File: src/bsu_defines.vh
`ifndef BSU_DEFINES_VH
`define BSU_DEFINES_VH

// Register byte addresses
`define BSU_CTRL_ADDR 16'hff14
`define BSU_STAT_ADDR 16'hff16

// On-chip register area, never stretched
`define BSU_ONCHIP_LO 16'hfe80

// Control register fields
`define BSU_MODE_HI 3
`define BSU_MODE_LO 2
`define BSU_COUNT_HI 1
`define BSU_COUNT_LO 0

// Control register reset value and fixed upper nibble
`define BSU_CTRL_RESET 8'hf3
`define BSU_CTRL_UPPER 4'hf
// Writable low nibble of the reset value
`define BSU_CTRL_RESET_LO 4'h3

// Stretch mode encodings
`define BSU_MODE_COUNT 2'h0
`define BSU_MODE_NONE 2'h1
`define BSU_MODE_EXTEND 2'h2
`define BSU_MODE_TRIGGER 2'h3

// Bus state encodings shown on BUS_STATE
`define BSU_ST_IDLE 3'h0
`define BSU_ST_T1 3'h1
`define BSU_ST_T2 3'h2
`define BSU_ST_TW 3'h3
`define BSU_ST_T3 3'h4

`endif

File: src/bsu_sync2.v
`timescale 1ns/1ps

// Two-stage synchroniser for a pin level
module bsu_sync2
(
    input wire clk,
    input wire reset_n,
    input wire async_in,
    output reg sync_out
);

    // First stage, read only by the second stage
    reg meta;

    // Both stages reset high, the idle level of an active-low pin
    always @(posedge clk or negedge reset_n)
    begin
        if (!reset_n)
        begin
            meta <= 1'b1;
            sync_out <= 1'b1;
        end
        else
        begin
            meta <= async_in;
            sync_out <= meta;
        end
    end

endmodule // bsu_sync2

File: src/bsu_top.v
`timescale 1ns/1ps
`include "bsu_defines.vh"

// Function
// - Stretch only external three-state-space accesses
// - Extra states sit between T2 and T3
// - Upper nibble reserved, reads ones
// - Reset and hardware standby reinitialise control
// - Mode field bits 3:2 selects mode
// - Mode 01 never inserts extra states
// - Count field bits 1:0, resets to 3
// - Count mode inserts count, ignores pin
// - Extend mode adds states while pin low
// - Zero count, yet extend mode honours pin
// - Pin modes select wait function automatically
// - Trigger mode inserts count only if low
// - Trigger mode samples pin once in T2
// - Trigger mode ignores pin after T2
module bsu_top
(
    input wire CLK,
    input wire RESET_N,
    input wire HW_STANDBY,
    input wire [15:0] REG_ADDR,
    input wire [7:0] REG_WDATA,
    input wire REG_WR,
    input wire REG_RD,
    output reg [7:0] REG_RDATA,
    input wire BUS_START,
    input wire [15:0] BUS_ADDR,
    input wire BUS_EXT3,
    input wire WAIT_N,
    output reg [2:0] BUS_STATE,
    output reg STRETCH_ACTIVE,
    output reg WAIT_FUNC_SEL
);

    // Bus state codes, also shown on BUS_STATE
    // Binary codes; TW repeats while stretching
    localparam [2:0] st_idle = `BSU_ST_IDLE;
    localparam [2:0] st_t1 = `BSU_ST_T1;
    localparam [2:0] st_t2 = `BSU_ST_T2;
    localparam [2:0] st_tw = `BSU_ST_TW;
    localparam [2:0] st_t3 = `BSU_ST_T3;

    // Stored low nibble of the control register
    reg [3:0] ctrl;
    // Current bus state
    reg [2:0] state;
    // Next bus state
    reg [2:0] next_state;
    // Remaining programmed extra states
    reg [1:0] remain;
    // Next remaining count
    reg [1:0] next_remain;
    // Access in progress may be stretched
    reg qualify;
    // Next qualify flag
    reg next_qualify;
    // Wait pin after the synchroniser
    wire wait_n_sync;
    // Wait pin seen low
    wire wait_low;
    // Mode field
    wire [1:0] mode;
    // Count field
    wire [1:0] count;
    // Status byte: state, synced pin, stretch flag
    wire [7:0] status;

    assign mode = ctrl[`BSU_MODE_HI:`BSU_MODE_LO];
    assign count = ctrl[`BSU_COUNT_HI:`BSU_COUNT_LO];
    // The pin is looked at on the rising edge that ends T2, two
    // flip-flops after the pin; a slow device must pull it low
    // early enough in the access to be seen there.
    assign wait_low = ~wait_n_sync;

    // Decide whether an access may receive extra states
    function qualifies;
        input [15:0] addr;
        input ext3;
        begin
            // On-chip register area and two-state space excluded
            qualifies = ext3 && (addr < `BSU_ONCHIP_LO);
        end
    endfunction

    // Pin wait function in use for either pin mode
    function pin_mode;
        input [1:0] m;
        begin
            pin_mode = (m == `BSU_MODE_EXTEND) ||
                       (m == `BSU_MODE_TRIGGER);
        end
    endfunction

    // Decide whether a state code is an inserted extra state
    // Shared by the status byte and the stretch flag output
    function is_tw;
        input [2:0] s;
        begin
            is_tw = (s == st_tw);
        end
    endfunction

    // Status: bits 4:2 state, bit 1 synced pin, bit 0 in TW
    assign status = {3'h0, state, wait_n_sync, is_tw(state)};

    // Wait pin synchroniser
    bsu_sync2 u_wait_sync
    (
        .clk(CLK),
        .reset_n(RESET_N),
        .async_in(WAIT_N),
        .sync_out(wait_n_sync)
    );

    // Control register write, reset and hardware standby
    always @(posedge CLK or negedge RESET_N)
    begin
        if (!RESET_N)
        begin
            // Initial value on reset
            ctrl <= `BSU_CTRL_RESET_LO;
        end
        else if (HW_STANDBY)
        begin
            // Hardware standby reinitialises; software standby does not
            ctrl <= `BSU_CTRL_RESET_LO;
        end
        else if (REG_WR && (REG_ADDR == `BSU_CTRL_ADDR))
        begin
            // Upper nibble cannot be written
            ctrl <= REG_WDATA[3:0];
        end
    end

    // Register read data, valid the cycle after the strobe
    always @(posedge CLK or negedge RESET_N)
    begin
        if (!RESET_N)
        begin
            // Nothing to answer during reset
            REG_RDATA <= 8'h00;
        end
        else if (REG_RD)
        begin
            // Read strobe: answer stands in the next cycle
            case (REG_ADDR)
                `BSU_CTRL_ADDR:
                begin
                    // Reserved bits read as ones
                    REG_RDATA <= {`BSU_CTRL_UPPER, ctrl};
                end
                `BSU_STAT_ADDR:
                begin
                    // Stretch busy, synced pin level, state
                    REG_RDATA <= status;
                end
                default:
                begin
                    // Unmapped address reads zero
                    REG_RDATA <= 8'h00;
                end
            endcase
        end
        else
        begin
            // Data stands for one cycle only
            REG_RDATA <= 8'h00;
        end
    end

    // Bus state sequencing
    always @*
    begin
        // Hold everything unless a branch moves it
        next_state = state;
        next_remain = remain;
        next_qualify = qualify;
        case (state)
            st_idle:
            begin
                // Idle until an access begins
                if (BUS_START)
                begin
                    // Qualification fixed for the whole access
                    next_state = st_t1;
                    next_qualify = qualifies(BUS_ADDR, BUS_EXT3);
                end
            end
            st_t1:
            begin
                // T1 always leads to T2
                next_state = st_t2;
            end
            st_t2:
            begin
                // Decision point; extra states follow T2
                next_state = st_t3;
                next_remain = 2'h0;
                // Extra states only for qualifying accesses
                if (qualify)
                begin
                    // Mode read live at the decision
                    case (mode)
                        `BSU_MODE_COUNT:
                        begin
                            // Count only, pin not looked at
                            if (count != 2'h0)
                            begin
                                next_state = st_tw;
                                next_remain = count;
                            end
                        end
                        `BSU_MODE_NONE:
                        begin
                            // Never stretched, count ignored
                            next_state = st_t3;
                        end
                        `BSU_MODE_EXTEND:
                        begin
                            // Count first; low pin stretches even at zero
                            if ((count != 2'h0) || wait_low)
                            begin
                                next_state = st_tw;
                                next_remain = count;
                            end
                        end
                        `BSU_MODE_TRIGGER:
                        begin
                            // Single sample here decides the stretch
                            if (wait_low && (count != 2'h0))
                            begin
                                next_state = st_tw;
                                next_remain = count;
                            end
                        end
                        default:
                        begin
                            // Unreachable with a two-bit field
                            next_state = st_t3;
                        end
                    endcase
                end
            end
            st_tw:
            begin
                // Programmed count runs down first
                if (remain > 2'h1)
                begin
                    // More programmed states to go
                    next_remain = remain - 2'h1;
                end
                else if ((mode == `BSU_MODE_EXTEND) && wait_low)
                begin
                    // Keep adding states while the pin stays low
                    next_remain = 2'h0;
                end
                else
                begin
                    // Trigger mode ends here whatever the pin
                    next_state = st_t3;
                    next_remain = 2'h0;
                end
            end
            st_t3:
            begin
                // Back-to-back access may start at once
                if (BUS_START)
                begin
                    // Requalify the new access
                    next_state = st_t1;
                    next_qualify = qualifies(BUS_ADDR, BUS_EXT3);
                end
                else
                begin
                    // No new access: back to idle
                    next_state = st_idle;
                    next_qualify = 1'b0;
                end
            end
            default:
            begin
                // Recover from an unused code
                next_state = st_idle;
                next_remain = 2'h0;
                next_qualify = 1'b0;
            end
        endcase
    end

    // State registers
    always @(posedge CLK or negedge RESET_N)
    begin
        if (!RESET_N)
        begin
            // Asynchronous reset to idle
            state <= st_idle;
            remain <= 2'h0;
            qualify <= 1'b0;
        end
        else if (HW_STANDBY)
        begin
            // Standby abandons any access
            state <= st_idle;
            remain <= 2'h0;
            qualify <= 1'b0;
        end
        else
        begin
            // Normal sequencing
            state <= next_state;
            remain <= next_remain;
            qualify <= next_qualify;
        end
    end

    // Registered outputs mirror the next state and the mode
    always @(posedge CLK or negedge RESET_N)
    begin
        if (!RESET_N)
        begin
            // Asynchronous reset to idle outputs
            BUS_STATE <= st_idle;
            STRETCH_ACTIVE <= 1'b0;
            WAIT_FUNC_SEL <= 1'b0;
        end
        else if (HW_STANDBY)
        begin
            // Standby idles the outputs too
            BUS_STATE <= st_idle;
            STRETCH_ACTIVE <= 1'b0;
            WAIT_FUNC_SEL <= 1'b0;
        end
        else
        begin
            // Outputs follow the state being entered
            BUS_STATE <= next_state;
            STRETCH_ACTIVE <= is_tw(next_state);
            // Shared pin becomes the wait input in pin modes
            WAIT_FUNC_SEL <= pin_mode(mode);
        end
    end

    // Pin-triggered use expects outside logic to gate the pin
    // with the address strobe and a decoded select.

endmodule // bsu_top

File: config.mk
export PLATFORM = sky130hd
export DESIGN_NAME = bsu_top
export DESIGN_NICKNAME = d
export VERILOG_FILES = /design/src/bsu_sync2.v /design/src/bsu_top.v
export VERILOG_INCLUDE_DIRS = /design/src
export SDC_FILE = /design/constraint.sdc
export NUM_CORES = 1
export LEC_CHECK = 0
export BUFFER_PORTS_ARGS = -buffer_cell sky130_fd_sc_hd__buf_2
export CORE_MARGIN = 5
export CORE_UTILIZATION = 42
export DETAILED_ROUTE_END_ITERATION = 8
export GPL_TIMING_DRIVEN = 0
export HOLD_SLACK_MARGIN = 0.05
export PLACE_DENSITY = 0.75
export REMOVE_ABC_BUFFERS = 1
export SYNTH_ARGS = -nofsm -noshare
export SYNTH_HDL_FRONTEND = slang
export SYNTH_SLANG_ARGS = --single-unit
File: constraint.sdc
create_clock -name CLK -period 1.8 [get_ports CLK]
set_input_delay 0.36 -clock CLK [delete_from_list [all_inputs] [get_ports CLK]]
set_output_delay 0.36 -clock CLK [all_outputs]
set_load 0.005 [all_outputs]
# ---- After elaboration in Yosys (flattened, before gate mapping)
# Index checks and enable logic that the tools add are counted.
dict set report word_totals {
  input_bits 48
  wordCells 68
  register_bits 22
  output_inout_bits 13
}
dict set report op_classes {
  reduce_logical 13
  add_sub_neg 1
  n_bitwise 1
  mux 29
  magnitude_cmp 2
  eq_ne 13
}
# op n
set op_table {}
lappend op_table {{== test 16 bit, second input constant} 2}
lappend op_table {{2-to-1 mux 3 bit} 8}
lappend op_table {{< comparator 16 bit, second input constant} 1}
lappend op_table {{case mux 8 bit (2 select lines)} 1}
lappend op_table {{case mux 3 bit (5 select lines)} 1}
lappend op_table {{2-to-1 mux 2 bit} 6}
lappend op_table {{case mux 2 bit (3 select lines)} 2}
lappend op_table {{case mux 3 bit (4 select lines)} 1}
lappend op_table {{== test 3 x 2 -> 1 bit, second input constant} 3}
lappend op_table {{2-to-1 mux 4 bit} 2}
lappend op_table {{2-to-1 mux 8 bit} 1}
lappend op_table {{2-to-1 mux 1 bit} 6}
lappend op_table {{OR reduction 3 bit} 2}
lappend op_table {{== test 2 bit, second input constant} 2}
lappend op_table {{logical AND 1 bit} 4}
lappend op_table {{inequality test 2 x 1 -> 1 bit, second input constant} 2}
lappend op_table {{nonzero test 2 bit} 2}
lappend op_table {{== test 3 x 1 -> 1 bit, second input constant} 1}
lappend op_table {{== test 3 bit, second input constant} 1}
lappend op_table {{logical NOT 3 bit} 1}
lappend op_table {{inequality test 3 bit, second input constant} 1}
lappend op_table {{case mux 1 bit (3 select lines)} 1}
lappend op_table {{== test 2 x 1 -> 1 bit, second input constant} 1}
lappend op_table {{greater-than comparator 2 x 1 -> 1 bit, second input constant} 1}
lappend op_table {{other kinds (5)} 6}

# ---- Logic depth before layout (Yosys ltp)
# Gate-level depths: netlist (run 1).
dict set report depth {
  word_depth 8
  depth_mapped 5
  depth_no_buf 4
}

# ---- By module
# A second synthesis (run 1) with hierarchy kept.
dict set report hier_totals {
  hier_cells 93
  hier_area_um2 979.7
}
# mod area_per_inst_um2 n_inst cells_per_inst seq_area_each_um2
set modules_own_cells {}
lappend modules_own_cells {bsu_top 927.1 1 91 452.9}
lappend modules_own_cells {bsu_sync2 52.6 1 2 52.6}

# ---- Worst setup path after synthesis (run 1)
# No wires, ideal clock.
dict set report synth_timing {
  path_type {register to register}
  start {reg u_wait_sync.sync_out}
  end {reg BUS_STATE[2]}
  path_stages_with_launch 5
  n_path_buf 0
  setup_slack_ns 0.494
  synth_period_minus_slack_ns 1.306
  required_ns 1.720
  arrival_time_ns 1.226
  path_cell_list {dfstp_2 nand2b_1 o21ai_1 a311oi_2 nor3b_2}
}
dict set report synth_between {
  elab_chain_cells 7
  elab_cells_between_ends 12
  cone_classes {mux (8); bitwise (1); reduce/logical (3)}
}
# item line
set synth_lines {}
lappend synth_lines {{start, declared} bsu_sync2.v:9} ;# output reg sync_out
lappend synth_lines {{start signal, assigned} bsu_sync2.v:26} ;# sync_out <= meta;
lappend synth_lines {{inverter 1 bit (*)} bsu_top.v:76} ;# assign wait_low = ~wait_n_sync;
lappend synth_lines {{logical AND 1 bit / logical OR 1 bit (equally long branches)} {bsu_top.v:233, bsu_top.v:224}}
lappend synth_lines {{2-to-1 mux 3 bit, on equally long branches} {bsu_top.v:233, bsu_top.v:224}}
lappend synth_lines {{case mux 3 bit (4 select lines)} bsu_top.v:206} ;# case (mode)
lappend synth_lines {{2-to-1 mux 3 bit} bsu_top.v:203} ;# if (qualify)
lappend synth_lines {{case mux 3 bit (5 select lines) (*)} bsu_top.v:181} ;# case (state)
lappend synth_lines {{2-to-1 mux 3 bit (*)} bsu_top.v:329} ;# else if (HW_STANDBY)
lappend synth_lines {{end signal, assigned} bsu_top.v:325} ;# BUS_STATE <= st_idle;
lappend synth_lines {{end signal, assigned} bsu_top.v:332} ;# BUS_STATE <= st_idle;
lappend synth_lines {{end signal, assigned} bsu_top.v:339} ;# BUS_STATE <= next_state;
lappend synth_lines {{end, declared} bsu_top.v:33} ;# output reg [2:0] BUS_STATE,
# Mark *: on every way between the ends. The rest lies on a longest branch, timed or not.
# A chain may end at the register's enable or synchronous reset.

# ---- Final worst setup path (run 1)
# Same ends and word-level chain as after synthesis.

==> metrics.cfg, run 1 <==
[run_status]
status = completed

[setup_path]
crit_path_start = u_wait_sync.sync_out
r2r_start = u_wait_sync.sync_out
slowest_delay_ns = 0.56
required_ns = 2.03
crit_type = flip-flop to flip-flop
r2r_cells = 4
endpoint_kind = flip-flop
cpMaxStageDelayCell = dfstp_2
path_cells = nand2b_1 > o21ai_1 > a311oi_2 > nor3b_2
crit_arrival_ns = 1.68
worstSetupStartpointType = flip-flop
cp_max_fo = 4
r2r_slack_ns = 0.35
r2r_end = BUS_STATE[2]

[logic_synthesis]
ys_warn_count = 0
synth-seq-cells = 20
synth_top_area_share_pct = 39.8
synth_edf_count = 0
async_flop_share_pct = 100
ys.flop_type = dfrtp_1
synth_top_cell_by_area = dfrtp_1
ys_seq_area_share_pct = 50.2
syn_area_per_cell_um2 = 10.2
synth_cells = 99
synth_area_um2 = 1010
ys_types = 34
yosys-top-cells-area = dfrtp_1, dfstp_2, mux2i_1

[detailed_routing]
drt_iter0_drc = 18
detail_route.wl_per_cell_um = 12.9
drt_wl_total_um = 2260
first_pass_iters = 4
vias = 886
route.detailed.drc = 0
antenna_left = 0
viasPerCell = 5.06

[cts]
cts-root-buf = clkbuf_4
holdBufCountCts = 1
clock_path_buffers = 2
cts_tree = yes
cts.repair.resized = 0
post_cts_buffers = 0
clk_pin_slew_ns = 0.11
clock_sinks = 20
numCtsBuffers = 3
h-tree-depth = 1
worstSkewPairLatency_ns = 0.29

[global_route]
grt_max_degree = 21
grt_pass1_wl_um = 3790
antenna_found_initial = 0
grt_overflow = 0
grt_pass1_vias = 866
grt_use_total_pct = 13.9

[sta]
relSlewSlack_pct = 71.4
worstMarginPinSlew_ns = 0.429
tns_ns = 0
slew_violations = 0
fin_crit_sh_pct = 80.6
finalSetupViolCount = 0
worst_slack_ns = 0.349
rsz0062_at_grt = no
fin_worst_skew_ns = 0.00364
hold_viol_final = 0
fmax_ghz = 0.689
period_needed_ns = 1.45

[final_layout]
final_cell_mix = buf_2, dfrtp_1, nor2_1
mostFrequentLayoutCell = buf_2
final_nets = 196
fin_util_pct = 57.6
syn_to_final_growth_pct = 29.1
antenna_cells = 0
drive_above_1_share_pct = 41.5

[placed_design]
port_buffers = 49
routabilityCongestion = 0.863
dp_slack_ns = 0.324
dp_hpwl_um = 1800

[hold_path]
min-delay-start = WAIT_N
hold_end = u_wait_sync.meta
min_path_cells = 1
hp-class = input port to flip-flop

[floorplan]
die_width_um = 58.9
initial_core_util_pct = 44.6
die_area_um2 = 3470
core-area_um2 = 2250
die_y_um = 58.9
num_io_pins = 61
row_count = 17

[power_and_ir_drop]
p_per_area_nw_per_um2 = 631
peakVddDrop_uv = 351
p_leak_nw = 0.630

[run]
drv_cap = 0

[worst max-delay path by stage]
stage / depth (start not counted) / slack [ns] / to
global route: 4 / 0.27 / BUS_STATE[1]
finish: 4 / 0.35 / BUS_STATE[2]
CTS: 4 / 0.36 / BUS_STATE[2]
global placement: 5 / 0.36 / ctrl[1]
detailed placement: 5 / 0.32 / ctrl[0]
floorplan: 4 / 0.49 / BUS_STATE[2]
[through the flow]
| stage | area, µm² | hold WS [ns] | total power, mW | std cells |
|---|---|---|---|---|
| 6_report | 1300 | 0.154 | 0.819 | 175 |
| 5_1_grt | 1300 | 0.128 | 0.863 | 175 |
| 4_1_cts | 1300 | 0.149 | 0.829 | 175 |
| 3_5_place_dp | 1250 | 0.324 | 0.571 | 170 |
| 3_3_place_gp | 1250 | 0.313 | 0.567 | 170 |
| 2_1_floorplan | 972 | 0.0644 | 0.508 | 93 |
[state kept, by name, indices dropped and copies added (netlist names)]
name and flops:
remain 2, STRETCH_ACTIVE 1, u_wait_sync.meta 1, qualify 1, REG_RDATA 6, BUS_STATE 3, ctrl 4, WAIT_FUNC_SEL 1
u_wait_sync.sync_out 1
[cell type report]
| type | count | area, µm² |
|---|---|---|
| clock buffers | 4 | 36.3 |
| fillers | 210 | 956 |
| inverters | 2 | 7.51 |
| multi-input cells | 71 | 459 |
| flip-flops and latches | 20 | 505 |
| well taps | 28 | 35.0 |
| repair buffers | 50 | 255 |
[cells in the mapped netlist (3+ instances only)]
cell      count
dfstp_2       4
mux2i_1       6
nor3_1        3
dfrtp_1      16
nor3b_1       3
nand3_1       3
a21oi_1       4
buf_2         3
nand2_1       6
nor2_1       16
nand2b_1      5
[kinds of logic (layout without fill, tap and decap cells)]
logic type | Yosys count | count (layout) | share of synthesized area (%)
muxes | 6 | 6 | 5.97
adders and majority gates | 1 | 1 | 0.995
AOI/OAI and AO/OA | 15 | 15 | 10.3
and+or+nand+nor | 49 | 49 | 28.4
DFF | 20 | 20 | 50.2
buffers and inverters | 8 | 56 | 4.10
[report_power, final]
group	total, mW	leakage (nW)	internal [mW]	switching [mW]
Clock	0.256	0.0210	0.123	0.133
Sequential	0.470	0.264	0.459	0.0117
Combinational	0.0931	0.345	0.0511	0.0421
Total	0.819	0.630	0.633	0.187
[worst max-delay path, delay by kind of cell, from the launching register on]
family          cells  cell delay, ns
compound gates      2            0.45
simple gates        2            0.38
flops               1            0.56
[per-layer routing]
layer	GRT usage (%)	routed length (µm)
met5	0	0
met4	4.85	24
met3	3.07	116
met2	23.8	1190
met1	17.1	927
Power figures use the tool's default switching activity.
==> inputs of run 2 (changes only) <==
==> constraint.sdc (replaced) <==
create_clock -name CLK -period 1.5 [get_ports CLK]
set_input_delay 0.3 -clock CLK [delete_from_list [all_inputs] [get_ports CLK]]
set_output_delay 0.3 -clock CLK [all_outputs]
set_load 0.005 [all_outputs]
==> metrics.cfg, run 2 (synthesis gave the netlist of run 1 again) <==
[hold_path]
hp-class = input port to flip-flop
hold_end = u_wait_sync.meta
min-delay-start = WAIT_N
min_path_cells = 1

[global_route]
antenna_found_initial = 0
grt_max_degree = 21
grt_pass1_vias = 866
grt_use_total_pct = 13.9
grt_overflow = 0
grt_pass1_wl_um = 3790

[power_and_ir_drop]
sw_frac_of_total_pct = 22.7
p_per_area_nw_per_um2 = 754
comb_power_share_pct = 11.4
p_sw_mw = 0.224
p_leak_nw = 0.631
peakVddDrop_uv = 425
p_int_mw = 0.759
total_power_mw = 0.983
seqPwrFrac_pct = 57.4
clock_power_share_pct = 31.2

[run_status]
status = completed

[detailed_routing]
drt_wl_total_um = 2250
detail_route.wl_per_cell_um = 12.8
first_pass_iters = 4
route.detailed.drc = 0
antenna_left = 0
drt_iter0_drc = 13
viasPerCell = 5.09
vias = 891

[final_layout]
largest_reg_flops = 6
final_cell_mix = buf_2, dfrtp_1, nor2_1
design_area_um2 = 1300
antenna_cells = 0
drive_above_1_share_pct = 42.2
mostFrequentLayoutCell = buf_2
final_nets = 196
top_regs = REG_RDATA (6), ctrl (4), BUS_STATE (3)
top_register = REG_RDATA
syn_to_final_growth_pct = 29.6

[run]
drv_cap = 0

[placed_design]
dp_hpwl_um = 1800
routabilityCongestion = 0.863
port_buffers = 49
dpl_cell_area_um2 = 1250

[setup_path]
required_ns = 1.72
worstSetupStartpointType = flip-flop
r2r_start = u_wait_sync.sync_out
crit_arrival_ns = 1.64
r2r_end = BUS_STATE[2]
endpoint_kind = flip-flop
crit_type = flip-flop to flip-flop
r2r_cells = 4
r2r_slack_ns = 0.09
cp_max_fo = 4

[floorplan]
num_io_pins = 61
die_width_um = 58.9
initial_core_util_pct = 44.6
row_count = 17
core-area_um2 = 2250
die_y_um = 58.9
die_area_um2 = 3470

[sta]
finalSetupViolCount = 0
worstMarginPinSlew_ns = 0.429
fin_worst_skew_ns = 0.00351
rsz0062_at_grt = yes
holdWs_ns = 0.0947
fin_crit_sh_pct = 94.1
period_needed_ns = 1.41
relSlewSlack_pct = 71.4
fmax_ghz = 0.709
hold_viol_final = 0
slew_violations = 0

[cts]
worstSkewPairLatency_ns = 0.29
clock_path_buffers = 2
h-tree-depth = 1
cts-root-buf = clkbuf_4
numCtsBuffers = 3
clock_sinks = 20
cts_tree = yes
post_cts_buffers = 0
clk_pin_slew_ns = 0.11

-- run 2: worst max-delay path by stage --
stage | slack (ns) | from | endpoint
after global placement | 0.10 | u_wait_sync.sync_out | BUS_STATE[2]
after detailed placement | 0.08 | REG_ADDR[0] | ctrl[0]
final | 0.09 | u_wait_sync.sync_out | BUS_STATE[2]
after global routing | -0.03 | ctrl[1] | BUS_STATE[1]
after CTS | 0.06 | u_wait_sync.sync_out | BUS_STATE[2]
after floorplan | 0.19 | u_wait_sync.sync_out | BUS_STATE[2]
-- run 2: cell type report --
class / instances / area (µm²)
Clock buffer: 4 / 36.3
Inverter: 2 / 7.51
Tap cell: 28 / 35.0
Timing Repair Buffer: 50 / 255
Fill cell: 209 / 951
Multi-Input combinational cell: 71 / 464
Sequential cell: 20 / 505
-- run 2: metrics by stage --
step | utilization (%) | std cells | TNS, ns | setup WS, ns
2_1_floorplan | - | 93 | 0 | 0.190
3_3_place_gp | 55.5 | 170 | 0 | 0.100
3_5_place_dp | 55.5 | 170 | 0 | 0.0844
4_1_cts | 57.6 | 175 | 0 | 0.0574
5_1_grt | 57.8 | 175 | -0.0317 | -0.0317
6_report | 57.8 | 175 | 0 | 0.0888
-- run 2: routing by layer --
| metal | wire length, µm | part of all wire (%) | GRT usage, % | vias up |
|---|---|---|---|---|
| met4 | 24 | 1.1 | 4.85 | 0 |
| met3 | 138 | 6.1 | 3.07 | 2 |
| met5 | 0 | 0 | 0 | - |
| met1 | 877 | 39 | 17.1 | 410 |
| li1 | - | - | - | 448 |
| met2 | 1210 | 54 | 23.8 | 31 |
-- run 2: power groups by stage --
stage	clock (mW)	sequential, mW	combinational [mW]
finish	0.307	0.564	0.112
global route	0.342	0.567	0.127
CTS	0.317	0.564	0.114
detailed placement	0	0.574	0.111
global placement	0	0.574	0.107
floorplan	0	0.571	0.0381
-- run 2: repair_timing --
action                     CTS  global route
setup endpoints to repair    0             3
hold buffers                 1             0
gates resized for setup      0             1
hold endpoints to repair    16             0
-- run 2: worst max-delay path: stages (launching register included) --
cell and delay, ns:
dfstp_2 0.56, nand2b_1 0.19, o21ai_1 0.10, a311oi_2 0.28, nor3b_2 0.21
==> inputs of run 3 (changes only) <==
--- a/config.mk
+++ b/config.mk
@@ -7,12 +7,13 @@
 export NUM_CORES = 1
 export LEC_CHECK = 0
 export BUFFER_PORTS_ARGS = -buffer_cell sky130_fd_sc_hd__buf_2
+export CORE_ASPECT_RATIO = 1.1
 export CORE_MARGIN = 5
-export CORE_UTILIZATION = 42
+export CORE_UTILIZATION = 27
 export DETAILED_ROUTE_END_ITERATION = 8
 export GPL_TIMING_DRIVEN = 0
 export HOLD_SLACK_MARGIN = 0.05
-export PLACE_DENSITY = 0.75
+export PLACE_DENSITY = 0.51
 export REMOVE_ABC_BUFFERS = 1
 export SYNTH_ARGS = -nofsm -noshare
 export SYNTH_HDL_FRONTEND = slang
==> constraint.sdc (replaced) <==
create_clock -name CLK -period 1.5 [get_ports CLK]
set_input_delay 0.45 -clock CLK [delete_from_list [all_inputs] [get_ports CLK]]
set_output_delay 0.45 -clock CLK [all_outputs]
set_load 0.005 [all_outputs]
==> metrics.cfg, run 3 (synthesis gave the netlist of run 1 again) <==
[floorplan]
initial_core_util_pct = 27.7
die_y_um = 74.0
die_area_um2 = 5050
die_width_um = 68.2
core-area_um2 = 3630
row_count = 23
num_io_pins = 61

[setup_path]
required_ns = 1.68
r2r_slack_ns = 0.02
r2r_end = BUS_STATE[2]
path_cells = nor3b_1 > o21a_1 > a311oi_2 > nor3b_2
crit_arrival_ns = 1.66
crit_type = flip-flop to flip-flop
r2r_start = ctrl[3]
cp_max_fo = 5
r2r_cells = 4
endpoint_kind = flip-flop
worstSetupStartpointType = flip-flop
slowest_delay_ns = 0.44
cpMaxStageDelayCell = dfrtp_1

[final_layout]
largest_reg_flops = 6
design_area_um2 = 1400
num-fill-cells = 397
top_register = REG_RDATA
top_regs = REG_RDATA (6), ctrl (4), BUS_STATE (3)
final_cell_mix = buf_2, dfrtp_1, nor2_1
drive_above_1_share_pct = 45.3
antenna_cells = 0
fin_util_pct = 38.5
multi_input_area_um2 = 475
mostFrequentLayoutCell = buf_2
final_nets = 199
ff_latch_area_um2 = 505
syn_to_final_growth_pct = 38.9

[cts]
clock_sinks = 20
clock_path_buffers = 2
h-tree-depth = 1
cts-root-buf = clkbuf_8
cts_tree = yes
clk_pin_slew_ns = 0.07
holdBufCountCts = 0
worstSkewPairLatency_ns = 0.26
numCtsBuffers = 3

[global_route]
grt_pass1_wl_um = 4080
antenna_found_initial = 0
grt_max_degree = 21
grt_pass1_vias = 903
grt_use_total_pct = 10.5
grt_overflow = 0

[sta]
relSlewSlack_pct = 71.6
hold_viol_final = 0
period_needed_ns = 1.48
worst_slack_ns = 0.0221
slew_violations = 0
rsz0062_at_grt = yes
finalSetupViolCount = 0
tns_ns = 0
fin_crit_sh_pct = 98.5
fin_worst_skew_ns = 0.00358
fmax_ghz = 0.677
worstMarginPinSlew_ns = 0.426

[power_and_ir_drop]
peakVddDrop_uv = 279
p_int_mw = 0.967
p_per_area_nw_per_um2 = 861
sw_frac_of_total_pct = 19.7
comb_power_share_pct = 9.3
seqPwrFrac_pct = 47.0
p_leak_nw = 0.665
total_power_mw = 1.20
clock_power_share_pct = 43.7
p_sw_mw = 0.237

[placed_design]
dpl_cell_area_um2 = 1280
port_buffers = 49
dp_slack_ns = -0.0479
routabilityCongestion = 0.794
dp_hpwl_um = 1980

[detailed_routing]
antenna_left = 0
drt_iter0_drc = 51
viasPerCell = 4.39
vias = 877
detail_route.wl_per_cell_um = 12.7
drt_wl_total_um = 2540
route.detailed.drc = 0
first_pass_iters = 4

[run]
drv_cap = 0

[run_status]
status = completed

[hold_path]
hp-class = input port to asynchronous set/reset pin

[run 3: repair_timing]
item,in CTS,in global routing
resized for setup,0,4
buffers inserted,0,4
endpoints found under the setup margin,0,5
[run 3: worst max-delay path by stage]
stage | from | end | slack [ns]
floorplan | REG_ADDR[0] | ctrl[0] | 0.18
global placement | REG_ADDR[0] | ctrl[0] | -0.02
detailed placement | REG_ADDR[0] | ctrl[0] | -0.05
CTS | u_wait_sync.sync_out | BUS_STATE[2] | 0.003
global route | ctrl[3] | BUS_STATE[2] | -0.07
finish | ctrl[3] | BUS_STATE[2] | 0.02
[run 3: per-stage QoR]
| stage | hold WS [ns] | std cells |
|---|---|---|
| final | 0.123 | 200 |
| after global routing | 0.147 | 200 |
| after CTS | 0.139 | 196 |
| after detailed placement | 0.347 | 192 |
| after global placement | 0.347 | 192 |
| after floorplan | 0.154 | 93 |
[run 3: final cells by class]
type / instances / area share [%]
inverters: 2 / 0.537
clock inverters: 1 / 2.15
multi-input cells: 71 / 34.0
clock buffers: 3 / 2.95
repair buffers: 53 / 19.7
well taps: 50 / 4.48
flip-flops and latches: 20 / 36.2
[run 3: routing by layer]
| metal | vias to the layer above | GRT usage (%) | wire length, µm |
|---|---|---|---|
| met5 | - | 0 | 0 |
| met4 | 0 | 4.64 | 34 |
| met3 | 4 | 1.51 | 103 |
| met2 | 18 | 18.3 | 1380 |
| met1 | 400 | 12.7 | 1030 |
| li1 | 455 | - | - |
[run 3: power groups by stage]
stage,Combinational (mW),Clock [mW],Sequential [mW]
6_report,0.112,0.526,0.565
5_1_grt,0.127,0.577,0.567
4_1_cts,0.113,0.541,0.564
3_5_place_dp,0.113,0,0.575
3_3_place_gp,0.109,0,0.574
2_1_floorplan,0.0381,0,0.571
[run 3: worst max-delay path, delay by kind of cell (launching register included)]
family	cells	cell delay, ns
compound gates	2	0.54
flops	1	0.44
simple gates	2	0.41
